<file path="config.mk">
export PLATFORM = sky130hd
export DESIGN_NAME = wpm_mode_select
export DESIGN_NICKNAME = d
export VERILOG_FILES = /design/src/verilog/wpm_pkg.sv /design/src/verilog/wpm_mode_select.sv
export VERILOG_INCLUDE_DIRS = /design/src /design/src/verilog
export SDC_FILE = /design/constraint.sdc
export NUM_CORES = 1
export LEC_CHECK = 0
export BUFFER_PORTS_ARGS = -buffer_cell sky130_fd_sc_hd__buf_4
export CORE_MARGIN = 2
export CORE_UTILIZATION = 25
export DETAILED_ROUTE_END_ITERATION = 8
export PLACE_DENSITY = 0.44
export SYNTH_ARGS = -nofsm -noshare
export SYNTH_HDL_FRONTEND = slang
export SYNTH_SLANG_ARGS = --single-unit
</file>
<file path="constraint.sdc">
create_clock -name clk_sys -period 8.3 [get_ports clk_sys]
set_input_delay 1.66 -clock clk_sys [delete_from_list [all_inputs] [get_ports clk_sys]]
set_output_delay 1.66 -clock clk_sys [all_outputs]
set_load 0.05 [all_outputs]
</file>
<file path="src/verilog/wpm_regs.svh">
`ifndef WPM_REGS_SVH
`define WPM_REGS_SVH

// Register byte offsets
`define WPM_CTRL_ADDR     12'h000
`define WPM_WAVE_ADDR     12'h004
`define WPM_FREQ_ADDR     12'h008
`define WPM_PHASE_ADDR    12'h00C
`define WPM_STATUS_ADDR   12'h010
`define WPM_ERRCLR_ADDR   12'h014

// Control field positions
`define WPM_CTRL_SQ_LSB     0
`define WPM_CTRL_AUX_LSB    2
`define WPM_CTRL_FLT_LSB    4
`define WPM_CTRL_WAVEFORM_FREQ_LIMIT_ENABLE_BIT  6
`define WPM_CTRL_REAR_LSB   7
`define WPM_CTRL_FSK_BIT    9
`define WPM_CTRL_HOP_BIT    10
`define WPM_CTRL_SWCMD_BIT  11
`define WPM_CTRL_SWEDIT_BIT 12

// Reset values: all options automatic, frequency stop off
`define WPM_CTRL_RESET    32'h0000_0000
`define WPM_FREQ_RESET    32'h0000_03E8

// Frequency thresholds in Hz
`define WPM_CHANGEOVER_HZ 32'h0000_7530
`define WPM_WAVEFORM_FREQ_LIMIT_ENABLE_HZ      32'h0001_86A0

// Sample clock divisor where sampling jitter appears
`define WPM_JITTER_DIV    11'h400

// Phase accumulator width and indicator flash half period
`define WPM_PHASE_W       32
`define WPM_FLASH_CYCLES  24'h4C_4B40

`endif

</file>
<file path="src/verilog/wpm_pkg.sv">
`default_nettype none
package wpm_pkg;
    typedef enum logic [1:0] {
        WPM_SEL_AUTO = 2'b00,
        WPM_SEL_LOW  = 2'b01,
        WPM_SEL_HIGH = 2'b10
    } wpm_gen_t;

    typedef enum logic [1:0] {
        WPM_FLT_AUTO = 2'b00,
        WPM_FLT_ON   = 2'b01,
        WPM_FLT_OFF  = 2'b10
    } wpm_flt_t;

    typedef enum logic [1:0] {
        WPM_REAR_AUTO  = 2'b00,
        WPM_REAR_SWEEP = 2'b01,
        WPM_REAR_TRIG  = 2'b10
    } wpm_rear_t;

    typedef enum logic [2:0] {
        WPM_W_SINE  = 3'b000,
        WPM_W_TRI   = 3'b001,
        WPM_W_SQ    = 3'b010,
        WPM_W_PULSE = 3'b011,
        WPM_W_RAMP  = 3'b100,
        WPM_W_STAIR = 3'b101,
        WPM_W_ARB   = 3'b110,
        WPM_W_NOISE = 3'b111
    } wpm_wave_t;

    // Registered selects toward the analog path
    typedef struct packed {
        logic square_comparator;
        logic aux_comparator;
        logic elliptic_filter_on;
        logic rc_filter_on;
    } wpm_path_t;
endpackage
`default_nettype wire

</file>
<file path="src/verilog/wpm_mode_select.sv">
`default_nettype none
`include "wpm_regs.svh"
module wpm_mode_select #(
    parameter int unsigned FLASH_CYCLES = 5000000
) (
    // System
    input  wire logic                clk_sys,
    input  wire logic                rst,
    input  wire logic                clk_en,
    // APB slave
    input  wire logic                psel,
    input  wire logic                penable,
    input  wire logic                pwrite,
    input  wire logic [11:0]         paddr,
    input  wire logic [31:0]         pwdata,
    output logic      [31:0]         prdata,
    output logic                     pready,
    output logic                     pslverr,
    // Generator status inputs
    input  wire logic                comparator_in,
    input  wire logic                trig_gen_in,
    input  wire logic                trig_gen_synced,
    input  wire logic                sweep_marker_in,
    input  wire logic                hop_marker_in,
    input  wire logic [31:0]         symmetry_count,
    // Analog path
    output wpm_pkg::wpm_path_t       path_sel,
    output logic                     aux_out,
    output logic                     square_out,
    output logic                     rear_marker_trigger_output,
    output logic                     sweep_lamp,
    output logic [31:0]              mem_address
);
    // Settings registers
    logic [31:0] ctrl_reg;
    logic [2:0]  wave_reg;
    logic [31:0] freq_reg;
    logic [31:0] phase_reg;
    logic        err_reg;
    logic        sweep_on_reg;
    logic        held_high_reg;
    logic [31:0] acc_reg;
    logic [23:0] flash_cnt_reg;
    logic        flash_reg;
    wpm_pkg::wpm_path_t path_next;

    // Decoded fields
    wire wpm_pkg::wpm_gen_t  square_source_select =
        wpm_pkg::wpm_gen_t'(ctrl_reg[`WPM_CTRL_SQ_LSB +: 2]);
    wire wpm_pkg::wpm_gen_t  aux_sel =
        wpm_pkg::wpm_gen_t'(ctrl_reg[`WPM_CTRL_AUX_LSB +: 2]);
    wire wpm_pkg::wpm_flt_t  flt_sel =
        wpm_pkg::wpm_flt_t'(ctrl_reg[`WPM_CTRL_FLT_LSB +: 2]);
    wire wpm_pkg::wpm_rear_t rear_output_function_select =
        wpm_pkg::wpm_rear_t'(ctrl_reg[`WPM_CTRL_REAR_LSB +: 2]);
    wire waveform_freq_limit_enable = ctrl_reg[`WPM_CTRL_WAVEFORM_FREQ_LIMIT_ENABLE_BIT];
    wire fsk_on                     = ctrl_reg[`WPM_CTRL_FSK_BIT];
    wire waveform_hop_mode          = ctrl_reg[`WPM_CTRL_HOP_BIT];
    wire sweep_edit                 = ctrl_reg[`WPM_CTRL_SWEDIT_BIT];

    // Waveform classes used by several decisions
    function automatic logic is_limited(input logic [2:0] w);
        is_limited = (w == wpm_pkg::WPM_W_TRI) || (w == wpm_pkg::WPM_W_RAMP) ||
                     (w == wpm_pkg::WPM_W_STAIR) || (w == wpm_pkg::WPM_W_ARB);
    endfunction
    function automatic logic is_sym(input logic [2:0] w);
        is_sym = (w == wpm_pkg::WPM_W_SINE) || (w == wpm_pkg::WPM_W_TRI) ||
                 (w == wpm_pkg::WPM_W_SQ) || (w == wpm_pkg::WPM_W_PULSE);
    endfunction
    function automatic logic is_sqp(input logic [2:0] w);
        is_sqp = (w == wpm_pkg::WPM_W_SQ) || (w == wpm_pkg::WPM_W_PULSE);
    endfunction

    // APB decode; zero wait state
    wire        wr_en    = psel && penable && pwrite;
    wire        hit_ctrl = paddr == `WPM_CTRL_ADDR;
    wire        hit_wave = paddr == `WPM_WAVE_ADDR;
    wire        hit_freq = paddr == `WPM_FREQ_ADDR;
    wire        hit_ph   = paddr == `WPM_PHASE_ADDR;
    wire        hit_st   = paddr == `WPM_STATUS_ADDR;
    wire        hit_ec   = paddr == `WPM_ERRCLR_ADDR;
    wire        mapped   = hit_ctrl | hit_wave | hit_freq | hit_ph | hit_st | hit_ec;
    wire        sweep_running = sweep_on_reg;
    wire        sweep_cmd = wr_en && hit_ctrl && pwdata[`WPM_CTRL_SWCMD_BIT];

    // Frequency stop checks on the requested value
    wire        freq_bad = wr_en && hit_freq && waveform_freq_limit_enable &&
                           is_limited(wave_reg) && (pwdata > `WPM_WAVEFORM_FREQ_LIMIT_ENABLE_HZ);
    wire        wave_bad = wr_en && hit_wave && waveform_freq_limit_enable &&
                           is_limited(pwdata[2:0]) && (freq_reg > `WPM_WAVEFORM_FREQ_LIMIT_ENABLE_HZ);

    assign pready  = 1'b1;
    assign pslverr = psel && penable && !mapped;

    // Read mux
    wire [31:0] status_word = {22'h0, flash_reg, sweep_on_reg, held_high_reg,
                               path_sel, aux_out, square_out, err_reg};
    assign prdata = hit_ctrl ? ctrl_reg :
                    hit_wave ? {29'h0, wave_reg} :
                    hit_freq ? freq_reg :
                    hit_ph   ? phase_reg :
                    hit_st   ? status_word : 32'h0000_0000;

    // Settings writes; a rejected value leaves the old one
    always_ff @(posedge clk_sys or posedge rst)
    begin
        if (rst)
        begin
            ctrl_reg  <= `WPM_CTRL_RESET;
            wave_reg  <= 3'h0;
            freq_reg  <= `WPM_FREQ_RESET;
            phase_reg <= 32'h0000_0000;
        end
        else if (clk_en && wr_en)
        begin
            if (hit_ctrl)
                ctrl_reg <= pwdata & ~(32'h1 << `WPM_CTRL_SWCMD_BIT);
            if (hit_wave && !wave_bad)
                wave_reg <= pwdata[2:0];
            if (hit_freq && !freq_bad)
                freq_reg <= pwdata;
            if (hit_ph)
                phase_reg <= pwdata;
        end
    end

    // Sticky error: new error wins over a clear
    always_ff @(posedge clk_sys or posedge rst)
    begin
        if (rst)
            err_reg <= 1'b0;
        else if (clk_en)
        begin
            if (freq_bad || wave_bad)
                err_reg <= 1'b1;
            else if (wr_en && hit_ec && pwdata[0])
                err_reg <= 1'b0;
        end
    end

    // Sweep toggle and the mode held across sweep/FSK
    wire above_change = freq_reg > `WPM_CHANGEOVER_HZ;
    wire hold_active  = sweep_on_reg || fsk_on;
    always_ff @(posedge clk_sys or posedge rst)
    begin
        if (rst)
        begin
            sweep_on_reg  <= 1'b0;
            held_high_reg <= 1'b0;
        end
        else if (clk_en)
        begin
            if (sweep_cmd)
                sweep_on_reg <= !sweep_on_reg;
            if (!hold_active)
                held_high_reg <= above_change;
        end
    end

    // Indicator flash timer for sweep editing
    always_ff @(posedge clk_sys or posedge rst)
    begin
        if (rst)
        begin
            flash_cnt_reg <= 24'h00_0000;
            flash_reg     <= 1'b0;
        end
        else if (clk_en)
        begin
            if (flash_cnt_reg >= 24'(FLASH_CYCLES - 1))
            begin
                flash_cnt_reg <= 24'h00_0000;
                flash_reg     <= !flash_reg;
            end
            else
                flash_cnt_reg <= flash_cnt_reg + 24'h00_0001;
        end
    end
    assign sweep_lamp = sweep_edit ? flash_reg : sweep_on_reg;

    // Square source decision
    wire auto_high = hold_active ? held_high_reg : above_change;
    wire sq_comp   = (square_source_select == wpm_pkg::WPM_SEL_HIGH) ||
                     ((square_source_select == wpm_pkg::WPM_SEL_AUTO) && auto_high);
    // Aux source decision; forced low never uses the comparator
    wire aux_comp  = (aux_sel == wpm_pkg::WPM_SEL_HIGH) ||
                     ((aux_sel == wpm_pkg::WPM_SEL_AUTO) && is_sym(wave_reg) &&
                      above_change);
    // Filter decision
    wire flt_auto  = (wave_reg == wpm_pkg::WPM_W_SINE) ||
                     (wave_reg == wpm_pkg::WPM_W_TRI) ||
                     (is_sqp(wave_reg) && sq_comp);
    wire is_noise  = wave_reg == wpm_pkg::WPM_W_NOISE;
    wire flt_on    = !is_noise && ((flt_sel == wpm_pkg::WPM_FLT_ON) ||
                     ((flt_sel != wpm_pkg::WPM_FLT_OFF) && flt_auto));

    assign path_next.square_comparator  = sq_comp;
    assign path_next.aux_comparator     = aux_comp;
    assign path_next.elliptic_filter_on = flt_on;
    assign path_next.rc_filter_on       = is_noise;

    // Phase accumulator: address 0 is zero phase
    wire [31:0] aux_phase = acc_reg - phase_reg;
    assign mem_address = acc_reg;
    always_ff @(posedge clk_sys or posedge rst)
    begin
        if (rst)
        begin
            acc_reg <= 32'h0000_0000;
        end
        else if (clk_en)
        begin
            acc_reg <= acc_reg + freq_reg;
        end
    end

    // Registered selects and digital squares, one sample clock of jitter
    always_ff @(posedge clk_sys or posedge rst)
    begin
        if (rst)
        begin
            path_sel   <= '0;
            square_out <= 1'b0;
            aux_out    <= 1'b0;
        end
        else if (clk_en)
        begin
            path_sel   <= path_next;
            // Digital high phase starts at zero: rising edge on first address
            square_out <= path_next.square_comparator ? comparator_in :
                          (acc_reg < symmetry_count);
            aux_out    <= path_next.aux_comparator ? comparator_in :
                          (aux_phase < symmetry_count);
        end
    end

    // Rear output selection
    logic rear_mux;
    always_comb
    begin
        case (rear_output_function_select)
            wpm_pkg::WPM_REAR_TRIG:  rear_mux = trig_gen_in;
            wpm_pkg::WPM_REAR_SWEEP: rear_mux = waveform_hop_mode ? hop_marker_in
                                                : sweep_marker_in;
            default: rear_mux = sweep_running ? sweep_marker_in :
                                waveform_hop_mode ? hop_marker_in : trig_gen_in;
        endcase
    end
    always_ff @(posedge clk_sys or posedge rst)
    begin
        if (rst)
            rear_marker_trigger_output <= 1'b0;
        else if (clk_en)
            rear_marker_trigger_output <= rear_mux;
    end

    // Assertions
    a_freq_rejected: assert property (@(posedge clk_sys) disable iff (rst)
        (clk_en && freq_bad) |=> (freq_reg == $past(freq_reg)))
        else $error("rejected frequency was stored");
    a_err_sets: assert property (@(posedge clk_sys) disable iff (rst)
        (clk_en && (freq_bad || wave_bad)) |=> err_reg)
        else $error("error flag not raised");
    a_noise_filter: assert property (@(posedge clk_sys) disable iff (rst)
        (clk_en && is_noise) |=> (!path_sel.elliptic_filter_on && path_sel.rc_filter_on))
        else $error("noise filter selection wrong");
    a_aux_forced_low: assert property (@(posedge clk_sys) disable iff (rst)
        (clk_en && aux_sel == wpm_pkg::WPM_SEL_LOW) |=> !path_sel.aux_comparator)
        else $error("forced low aux used comparator");
    a_sq_high: assert property (@(posedge clk_sys) disable iff (rst)
        (clk_en && square_source_select == wpm_pkg::WPM_SEL_HIGH)
        |=> path_sel.square_comparator)
        else $error("high square mode not comparator");
    a_hold_sweep: assert property (@(posedge clk_sys) disable iff (rst)
        (clk_en && hold_active && $past(clk_en) && $past(hold_active))
        |-> (held_high_reg == $past(held_high_reg)))
        else $error("held mode changed during sweep");
    a_sweep_toggle: assert property (@(posedge clk_sys) disable iff (rst)
        (clk_en && sweep_cmd) |=> (sweep_on_reg != $past(sweep_on_reg)))
        else $error("sweep did not toggle");
    a_rear_trig: assert property (@(posedge clk_sys) disable iff (rst)
        (clk_en && rear_output_function_select == wpm_pkg::WPM_REAR_TRIG)
        |=> (rear_marker_trigger_output == $past(trig_gen_in)))
        else $error("rear output not trigger generator");
    a_arb_aux: assert property (@(posedge clk_sys) disable iff (rst)
        (clk_en && aux_sel == wpm_pkg::WPM_SEL_AUTO && !is_sym(wave_reg))
        |=> !path_sel.aux_comparator)
        else $error("auto aux switched for ramp class");
endmodule
`default_nettype wire

</file>
======== Word level (Yosys, flattened, before mapping) ========
Index checks and enable logic that the tools add are counted.
operators by class
  $add $sub $neg .......................... 3
  multipliers ............................. 0
  divide/modulo/power cells ............... 0
  magnitude comparators ................... 6
  equal/unequal tests ..................... 22
  shifts and indexed selects .............. 0
  multiplexer cells ....................... 16
  bitwise gates (word level) .............. 5
  reductions and logical operators ........ 58
operator list
  kind                     count
  $mux W32                 4
  $gt A32 B17 Y1 const B   2
  $lt A32 B32 Y1           2
  $add A32 B32 Y32         1
  $gt A32 B15 Y1 const B   1
  $sub A32 B32 Y32         1
  $add A24 B1 Y24 const B  1
  $eq A12 B4 Y1 const B    2
  $eq A12 B5 Y1 const B    2
  $ge A24 B23 Y1 const B   1
  $logic_and A1 B1 Y1      24
  $mux W24                 1
  $eq A3 B3 Y1 const B     7
  $logic_or A1 B1 Y1       16
  $reduce_and A2 Y1        7
  $eq A12 B3 Y1 const B    1
  $logic_not A12 Y1        1
  $mux W10                 1
  $mux W1                  9
  $eq A2 B2 Y1 const B     3
  $eq A3 B1 Y1 const B     2
  $eq A3 B2 Y1 const B     2
  $logic_not A1 Y1         6
  $or A1 B1 Y1             5
  other kinds (6)          8
word-level totals
  bits in registers ....................... 165
  latch bits .............................. 0
  memory bits (writable) .................. 0
  bits in read-only memories .............. 0
  bits of input ports ..................... 87
  output and inout port bits .............. 74
  word-level logic and storage cells ...... 127
  memories ................................ 0

======== Logic depth before layout (Yosys ltp) ========
Gate-level depths: netlist of run 1.
  word-level depth ........................ 9
  gate-level depth with buffers ........... 21
  mapped depth without buffers ............ 21

======== Least setup slack after synthesis of run 1 ========
Ideal clock, no wire load.
  path type ............................... input to output
  start point ............................. input paddr[10]
  end point ............................... output prdata[19]
  arrival time ............................ 4053 ps
  required time ........................... 6640 ps
  slack ................................... 2587 ps
  stages .................................. 6
  buffers on the path ..................... 1
  path through ............................ nor4_1 nand3_1 nor3_1 clkbuf_1 a22oi_1 o21ai_0
between the ends
  longest elaborated chain between the ends .. 5
RTL lines
  item                     line                    RTL
  start: declaration       wpm_mode_select.sv:14   input wire logic [11:0] paddr,
  $eq A12 B4 Y1 (no line)  --
  $mux W32                 wpm_mode_select.sv:101  hit_ph ? phase_reg :
  $mux W32                 wpm_mode_select.sv:100  hit_freq ? freq_reg :
  $mux W32                 wpm_mode_select.sv:99   hit_wave ? {29'h0, wave_reg} :
  $mux W32 (*)             wpm_mode_select.sv:98   assign prdata = hit_ctrl ? ctrl_reg :
  end: declaration         wpm_mode_select.sv:16   output logic [31:0] prdata,
Mark *: on every way between the ends. The rest lies on a longest branch, timed or not.

======== Worst setup path in the final report of run 1 ========
  start point ............................. input paddr[10]
  end point ............................... output prdata[18]
Same word-level chain as after synthesis.

==> metrics.md, run 1 <==
| Metric | Value |
|---|---|
| Pre-antenna DRT Iters | 5 |
| Vias | around 11000 |
| Final Hold Vio Count | 0 |
| Routability cong. | roughly 0.83 |
| Vias in the first global route | 10727 |
| Hold Path End | flash_cnt_reg[23] |
| First-pass GRT wire length | 64.3 mm |
| Synth top area cells | dfrtp_1 (32%), ha_1 (13%), mux2_2 (10%) |
| Reg2reg end | aux_out |
| Worst r2r src | phase_reg[0] |
| Multi-input logic area | roughly 0.0079 mm² |
| Number of synthesized register bits | 165 |
| Per-cell routed wire length | 19.2 µm |
| Min-delay src | flash_cnt_reg[23] |
| Slew Viols, Final | 0 |
| Initial core utilization | 0.253 |
| Via density per instance | 4.97 |
| Tmin final | between 5000 and 6000 ps |
| Crit-path max FO | 20 |
| Final std cell area, no fill | 0.0151 mm² |
| Pwr dens | 155 mW/mm² |
| Total CTS buffers | 17 |
| Reg clk slew, reported paths | ~70 ps |
| Final WL | approximately 42 mm |
| Cell accounting for the most synthesized area | dfrtp_1 |
| Die W | 229 µm |
| Setup TNS Final | 0 ps |
| GRT Overall Usage | 0.159 |
| Ant. Diodes | 0 |
| Setup Skew | 16.4 ps |
| Critical Path AT | 4300 ps |
| Final Net Count | 1712 |
| Vert. Die Dim | roughly 230 µm |
| R2R depth | 19 |
| Top-Level Pins | about 160 |
| Place WS | 2350 ps |
| Register area | 0.00414 mm² |
| DRC | 0 |
| Warnings from Yosys | 0 |
| Worst-Margin Slew | between 1000 and 1500 ps |
| Hold_buf cts | 0 |
| Max clock buf depth | 2 |
| CP Launch Type | primary input |
| Critical path class | primary input to output pin |
| Busiest layer in global routing | met2 |
| Ratio of cells with drive above 1 in the final layout | 0.228 |
| Die area | around 0.052 mm² |
| Area after DPL | 0.0145 mm² |
| # port buffers | ~160 |
| P&R area growth vs syn | 19.4% |
| H-tree levels | 4 |
| CTS resizes | 0 |
| Core area | between 0.04 and 0.05 mm² |
| CTS sink cnt | 165 |
| Post-route setup slack | 2340 ps |
| Met1 GRT Util | 0.217 |
| Syn_nets | 1579 |
| Worst Path Required | 6640 ps |
| Fmax | roughly 0.17 GHz |
| Number of flops mapped to enable cells by yosys | 0 |
| Cell area after synthesis | 0.0126 mm² |
| Hold Crit Class | flop to flop |
| Main flop type after synthesis | dfrtp_1 |
| Worst VDD drop | 147 µV |
| Crit. End Element | output pin |
| Gr ovfl total | 0 |
| Final HPWL from detailed placement | 32.9 mm |
| Setup Buffers After CTS | 0 |
| Synth async-reset ratio | 1.00 |
| Endpoints failing setup | 0 |
| Hold path depth | 2 |
| Register area share after synthesis | 0.328 |
| Final period utilization | 0.718 |
| Synth top area share | 0.315 |
| Antenna violations before repair | 0 |
| Outcome | finished clean |
| Mean Syn Cell Area | 9.26 µm² |
| CTS tree | yes |
| P_leak | 7.22 nW |
| Grt met3 use | 0.0212 |
| # Max-Cap Violations | 0 |
| RSZ-0062 raised after global routing | no |
| Largest net degree at the start of global routing | 97 |
| Fillers | ~5300 |
| Worst skew pair latency | 450 ps |
| Cell Rows | 82 |
| Iter 0 DRT Violations | 567 |
| Synth cell types | 86 |
| Flop-to-flop setup slack | ~3000 ps |
| Clock root cell | clkbuf_16 |
| Grt met2 use | 0.263 |
| Antenna Violating Nets Remaining | 0 |
| Relative slew slack | 0.305 |
| Mapped Cells | about 1400 |
cells in the mapped netlist, drive strengths merged (10+ instances only):
cell type    n
dfrtp      159
ha         127
mux2       115
nor2       103
inv         96
nand2       91
o21ai       87
a21oi       82
a21o        52
nand3       39
xnor2       32
clkbuf      31
nand4       29
xor2        29
nor3        24
a22oi       20
buf         20
a211oi      17
o21a        16
o31ai       15
mux2i       14
nor4        14
and3        10
power by group:
group	internal, W	switching, W
clock network	0.000451	0.000373
registers	0.000835	0.0000525
logic	0.000255	0.000363
total	0.00154	0.000789
metal layers:
metal / vias up / share of wire
met4: 0 / 0.016
met3: 32 / 0.032
met2: 207 / 0.48
li1: 5283 / -
met5: - / 0
met1: 5320 / 0.48
through the flow:
stage                     instances  utilization  power [W]  hold WS [ps]
after global routing           2181        0.301    0.00246           522
after floorplan                1363            -    0.00132           458
final                          2181        0.301    0.00233           498
after CTS                      2181        0.301    0.00235           504
after global placement         2149        0.290    0.00152           479
after detailed placement       2149        0.290    0.00152           488
critical path: stages:
cell and delay [ps]:
buf_4 110, nor4_1 270, nand3_1 120, buf_4 220, nor3_2 410, and2_1 830, nand2_1 100, o21ai_0 260
buf_4 310
kinds of logic after synthesis:
kind of cell	Yosys count	share of synthesized area
flops	165	0.328
mux	129	0.114
simple gates	355	0.136
xor+xnor	61	0.0423
fa+ha+maj	129	0.129
compound gates	375	0.202
buf+inv	148	0.0485
other cells	1	0.000297
placed cells by master, fill, tap and decap left out, types with 20 or more instances in the layout:
cell     count
buf_4      165
mux2_2     113
a22oi_1     20
a21o_1      50
nand3_1     37
nand2_1     91
xnor2_1     32
dfrtp_1    159
nand4_1     29
nor3_1      22
nor2_1     102
o21ai_0     85
xor2_1      29
a21oi_1     81
inv_1       95
ha_1       127
area by class of cell:
| type | instances | area share |
|---|---|---|
| well taps | 672 | 0.0558 |
| multi-input cells | 1050 | 0.523 |
| repair buffers | 165 | 0.0822 |
| flip-flops and latches | 165 | 0.275 |
| clock inverters | 15 | 0.0113 |
| clock buffers | 17 | 0.0282 |
| inverters | 97 | 0.0245 |
worst max-delay path by stage:
stage                         start         end  slack [ps]  cells after the start
after floorplan                 rst     aux_out        2190                      1
after global placement    paddr[10]  prdata[19]        2320                      9
after detailed placement  paddr[10]  prdata[19]        2350                      9
after CTS                 paddr[10]  prdata[19]        2340                      9
after global routing      paddr[10]  prdata[19]        2100                      9
final                     paddr[10]  prdata[18]        2340                      9
Power figures use the tool's default switching activity.
==> run 2, diff against run 1 <==
Settings changed: PLACE_DENSITY 0.44 to 0.45.
Clock period 8.3 ns to 5 ns, I/O delays scaled along.
==> run 2 against run 1 <==
Compared with the run above: clock-buffer cell count is the same; global-route usage is 0.054 points higher; sequential cell count stayed put; sequential share of layout area decreased by 0.44 points; clock power is 58% higher; non-clock buffer count up 29; first-iteration DRC count fell by 2.5%; worst hold slack gained 7.9 ps; setup slack got worse by 2000 ps; clock skew down 2.3 ps; total power is 64% higher; register-to-register slack got worse by 2600 ps.
==> metrics.md, run 2 (synthesized netlist as in run 1, its figures left out) <==
| Metric | Value |
|---|---|
| Reg clk slew, reported paths | 70 ps (about the same) |
| Min-delay src | flash_cnt_reg[23] |
| Hold Path End | flash_cnt_reg[23] |
| Worst r2r src | mem_address[6] |
| Most frequent cells in the layout | buf_4 (191), dfrtp_1 (159), ha_1 (127), mux2_2 (113), nor2_1 (102) |
| Clock share of power | 0.339 (-0.015) |
| Fillers | 5237 (-1.7%) |
| Final HPWL from detailed placement | 33.2 mm (+0.92%) |
| Worst Path Required | 5320 ps (-1320 ps) |
| RSZ-0062 raised after global routing | no |
| Antenna violations before repair | 0 (unchanged) |
| Ratio of cells with drive above 1 in the final layout | 0.244 (+0.0159) |
| Core area | 0.0500 mm² (unchanged) |
| Worst-Margin Slew | 1070 ps (+25.9 ps) |
| Multi-input logic area | 0.00791 mm² (+0.29%) |
| Combinational share of power | 0.280 (+0.015) |
| Hold_buf cts | 0 (unchanged) |
| Final WL | 42.0 mm (+0.40%) |
| CTS sink cnt | 165 (unchanged) |
| Crit-path max FO | 7 (-65%) |
| Critical Path, Cell by Cell | ha_1 -> a21oi_1 -> o221ai_1 -> a21o_1 -> a2111oi_4 -> o41ai_1 -> buf_4 -> a41oi_4 -> o2111ai_1 -> and4b_1 -> ha_1 -> nand3_1 -> nor2_1 -> nand2_1 -> buf_4 -> nor2_1 -> a41oi_1 -> buf_4 -> a221o_1 |
| Worst Setup SP | mem_address[6] |
| CP Launch Type | flop |
| CTS tree | yes |
| Total CTS buffers | 17 (unchanged) |
| Post-route setup slack | 351 ps (-1990 ps) |
| DRC | 0 (unchanged) |
| Endpoints failing setup | 0 (unchanged) |
| Cell Rows | 82 (unchanged) |
| H-tree levels | 4 (unchanged) |
| Ant. Diodes | 0 (unchanged) |
| R2R depth | 19 (unchanged) |
| Pre-antenna DRT Iters | 4 (-1) |
| # Max-Cap Violations | 0 (unchanged) |
| Clock root cell | clkbuf_16 |
| Fmax | 0.215 GHz |
| Pint | 0.00250 W (+62%) |
| Die W | 229 µm (unchanged) |
| Worst skew pair latency | 440 ps (about the same) |
| Via density per instance | 4.98 (+0.17%) |
| Setup Skew | 14.0 ps (-2.33 ps) |
| Net Sw Frac | 0.348 (+0.00929) |
| Register area | 0.00414 mm² (unchanged) |
| Initial core utilization | 0.253 (unchanged) |
| Final Net Count | 1741 (+1.7%) |
| Pwr dens | 250 mW/mm² (+62%) |
| Flop-to-flop setup slack | 350 ps (-2610 ps) |
| GRT Overall Usage | 0.159 (+0.000537) |
| Vias in the first global route | 10917 (+1.8%) |
| Flop pwr share | 0.381 (about the same) |
| Hold Crit Class | flop to flop |
| Iter 0 DRT Violations | 553 (-2.5%) |
| Vert. Die Dim | 229 µm (unchanged) |
| Max clock buf depth | 2 (unchanged) |
| Largest net degree at the start of global routing | 166 (+71%) |
| Slew Viols, Final | 0 (unchanged) |
| Final Hold Vio Count | 0 (unchanged) |
| Switching Power | 0.00133 W (+69%) |
| Antenna Violating Nets Remaining | 0 (unchanged) |
| Most common cell after layout, fill and taps aside | buf_4 |
| Per-cell routed wire length | 19.0 µm (-0.92%) |
| Critical path class | flop to flop |
| Reg2reg end | aux_out |
| Die area | 0.0523 mm² (unchanged) |
| Relative slew slack | 0.270 (-0.0348) |
| Tmin final | 4650 ps |
| Worst VDD drop | 211 µV (+43%) |
| CP peak stage delay | 490 ps (-340 ps) |
| Top-Level Pins | 161 (unchanged) |
| Place WS | 232 ps (-2110 ps) |
| Crit. End Element | flop |
| Most frequent CP cell | buf_4 |
| Gr ovfl total | 0 (unchanged) |
| Slowest CP cell | a2111oi_4 |
| Critical Path AT | 4970 ps (+670 ps) |
| Final period utilization | 0.930 |
| P&R area growth vs syn | 21.3% |
| Outcome | finished clean |
| Hold path depth | 2 (unchanged) |
| Routability cong. | 0.856 (+2.6%) |
| First-pass GRT wire length | 64.7 mm (+0.63%) |
| Vias | 11005 (+1.5%) |
| P_leak | 7.36 nW (+2.0%) |
| Setup TNS Final | 0 ps (unchanged) |
| # port buffers | 158 (unchanged) |
-- run 2: cell count changes in the layout (fill, tap and decap cells not counted), moves of 2 or more --
cell       previous run  this run
inv_8                 1         4
bufinv_16             2         0
buf_12                0         3
buf_4               165       191
-- run 2: worst max path at each step --
stage                            end  slack, ps  cells past startpoint
after detailed placement     aux_out        230                     18
after floorplan           prdata[19]        610                      6
after global routing         aux_out         50                     19
after global placement       aux_out        280                     18
final                        aux_out        350                     19
after CTS                    aux_out        210                     18
-- run 2: per-stage QoR --
step                hold WS [ps]  total power (W)  instances   util  area [µm²]
CTS                          510          0.00387       2210  0.306       15300
global placement             485          0.00255       2178  0.295       14700
finish                       505          0.00383       2210  0.306       15300
global route                 526          0.00405       2210  0.306       15300
detailed placement           492          0.00256       2178  0.295       14700
floorplan                    458          0.00220       1363      -       12600
-- run 2: final cells by class --
| cell class | instances | share of cell area |
|---|---|---|
| clock buffer | 17 | 0.0278 |
| sequential | 165 | 0.270 |
| inverter | 97 | 0.0240 |
| clock inverter | 15 | 0.00891 |
| multi-input combinational | 1050 | 0.516 |
| tap | 672 | 0.0549 |
| timing repair buffer | 194 | 0.0976 |
-- run 2: repair_timing --
| action | in CTS | in global routing |
|---|---|---|
| buffers inserted | 0 | 0 |
| resized for setup | 0 | 4 |
| endpoints found under the setup margin | 0 | 1 |
-- run 2: power groups by stage --
| stage | clock, W | sequential [W] | combinational [W] |
|---|---|---|---|
| floorplan | 0 | 0.00156 | 0.000640 |
| finish | 0.00130 | 0.00146 | 0.00107 |
| global route | 0.00139 | 0.00147 | 0.00120 |
| global placement | 0 | 0.00148 | 0.00106 |
| detailed placement | 0 | 0.00149 | 0.00108 |
| CTS | 0.00133 | 0.00146 | 0.00108 |
-- run 2: layer usage --
layer | wire length [µm] | GRT usage | share of wire
met1 | 19900 | 0.218 | 0.47
met2 | 19700 | 0.262 | 0.47
met3 | 1530 | 0.0215 | 0.036
met4 | 945 | 0.0445 | 0.022
met5 | 0 | 0 | 0
-- run 2: critical path, delay by kind of cell (launching register included) --
| family | cells | cell delay, ps |
|---|---|---|
| fa+ha+maj | 2 | 650 |
| compound gates | 9 | 2250 |
| simple gates | 5 | 650 |
| buf+inv | 3 | 510 |
| flops | 1 | 450 |
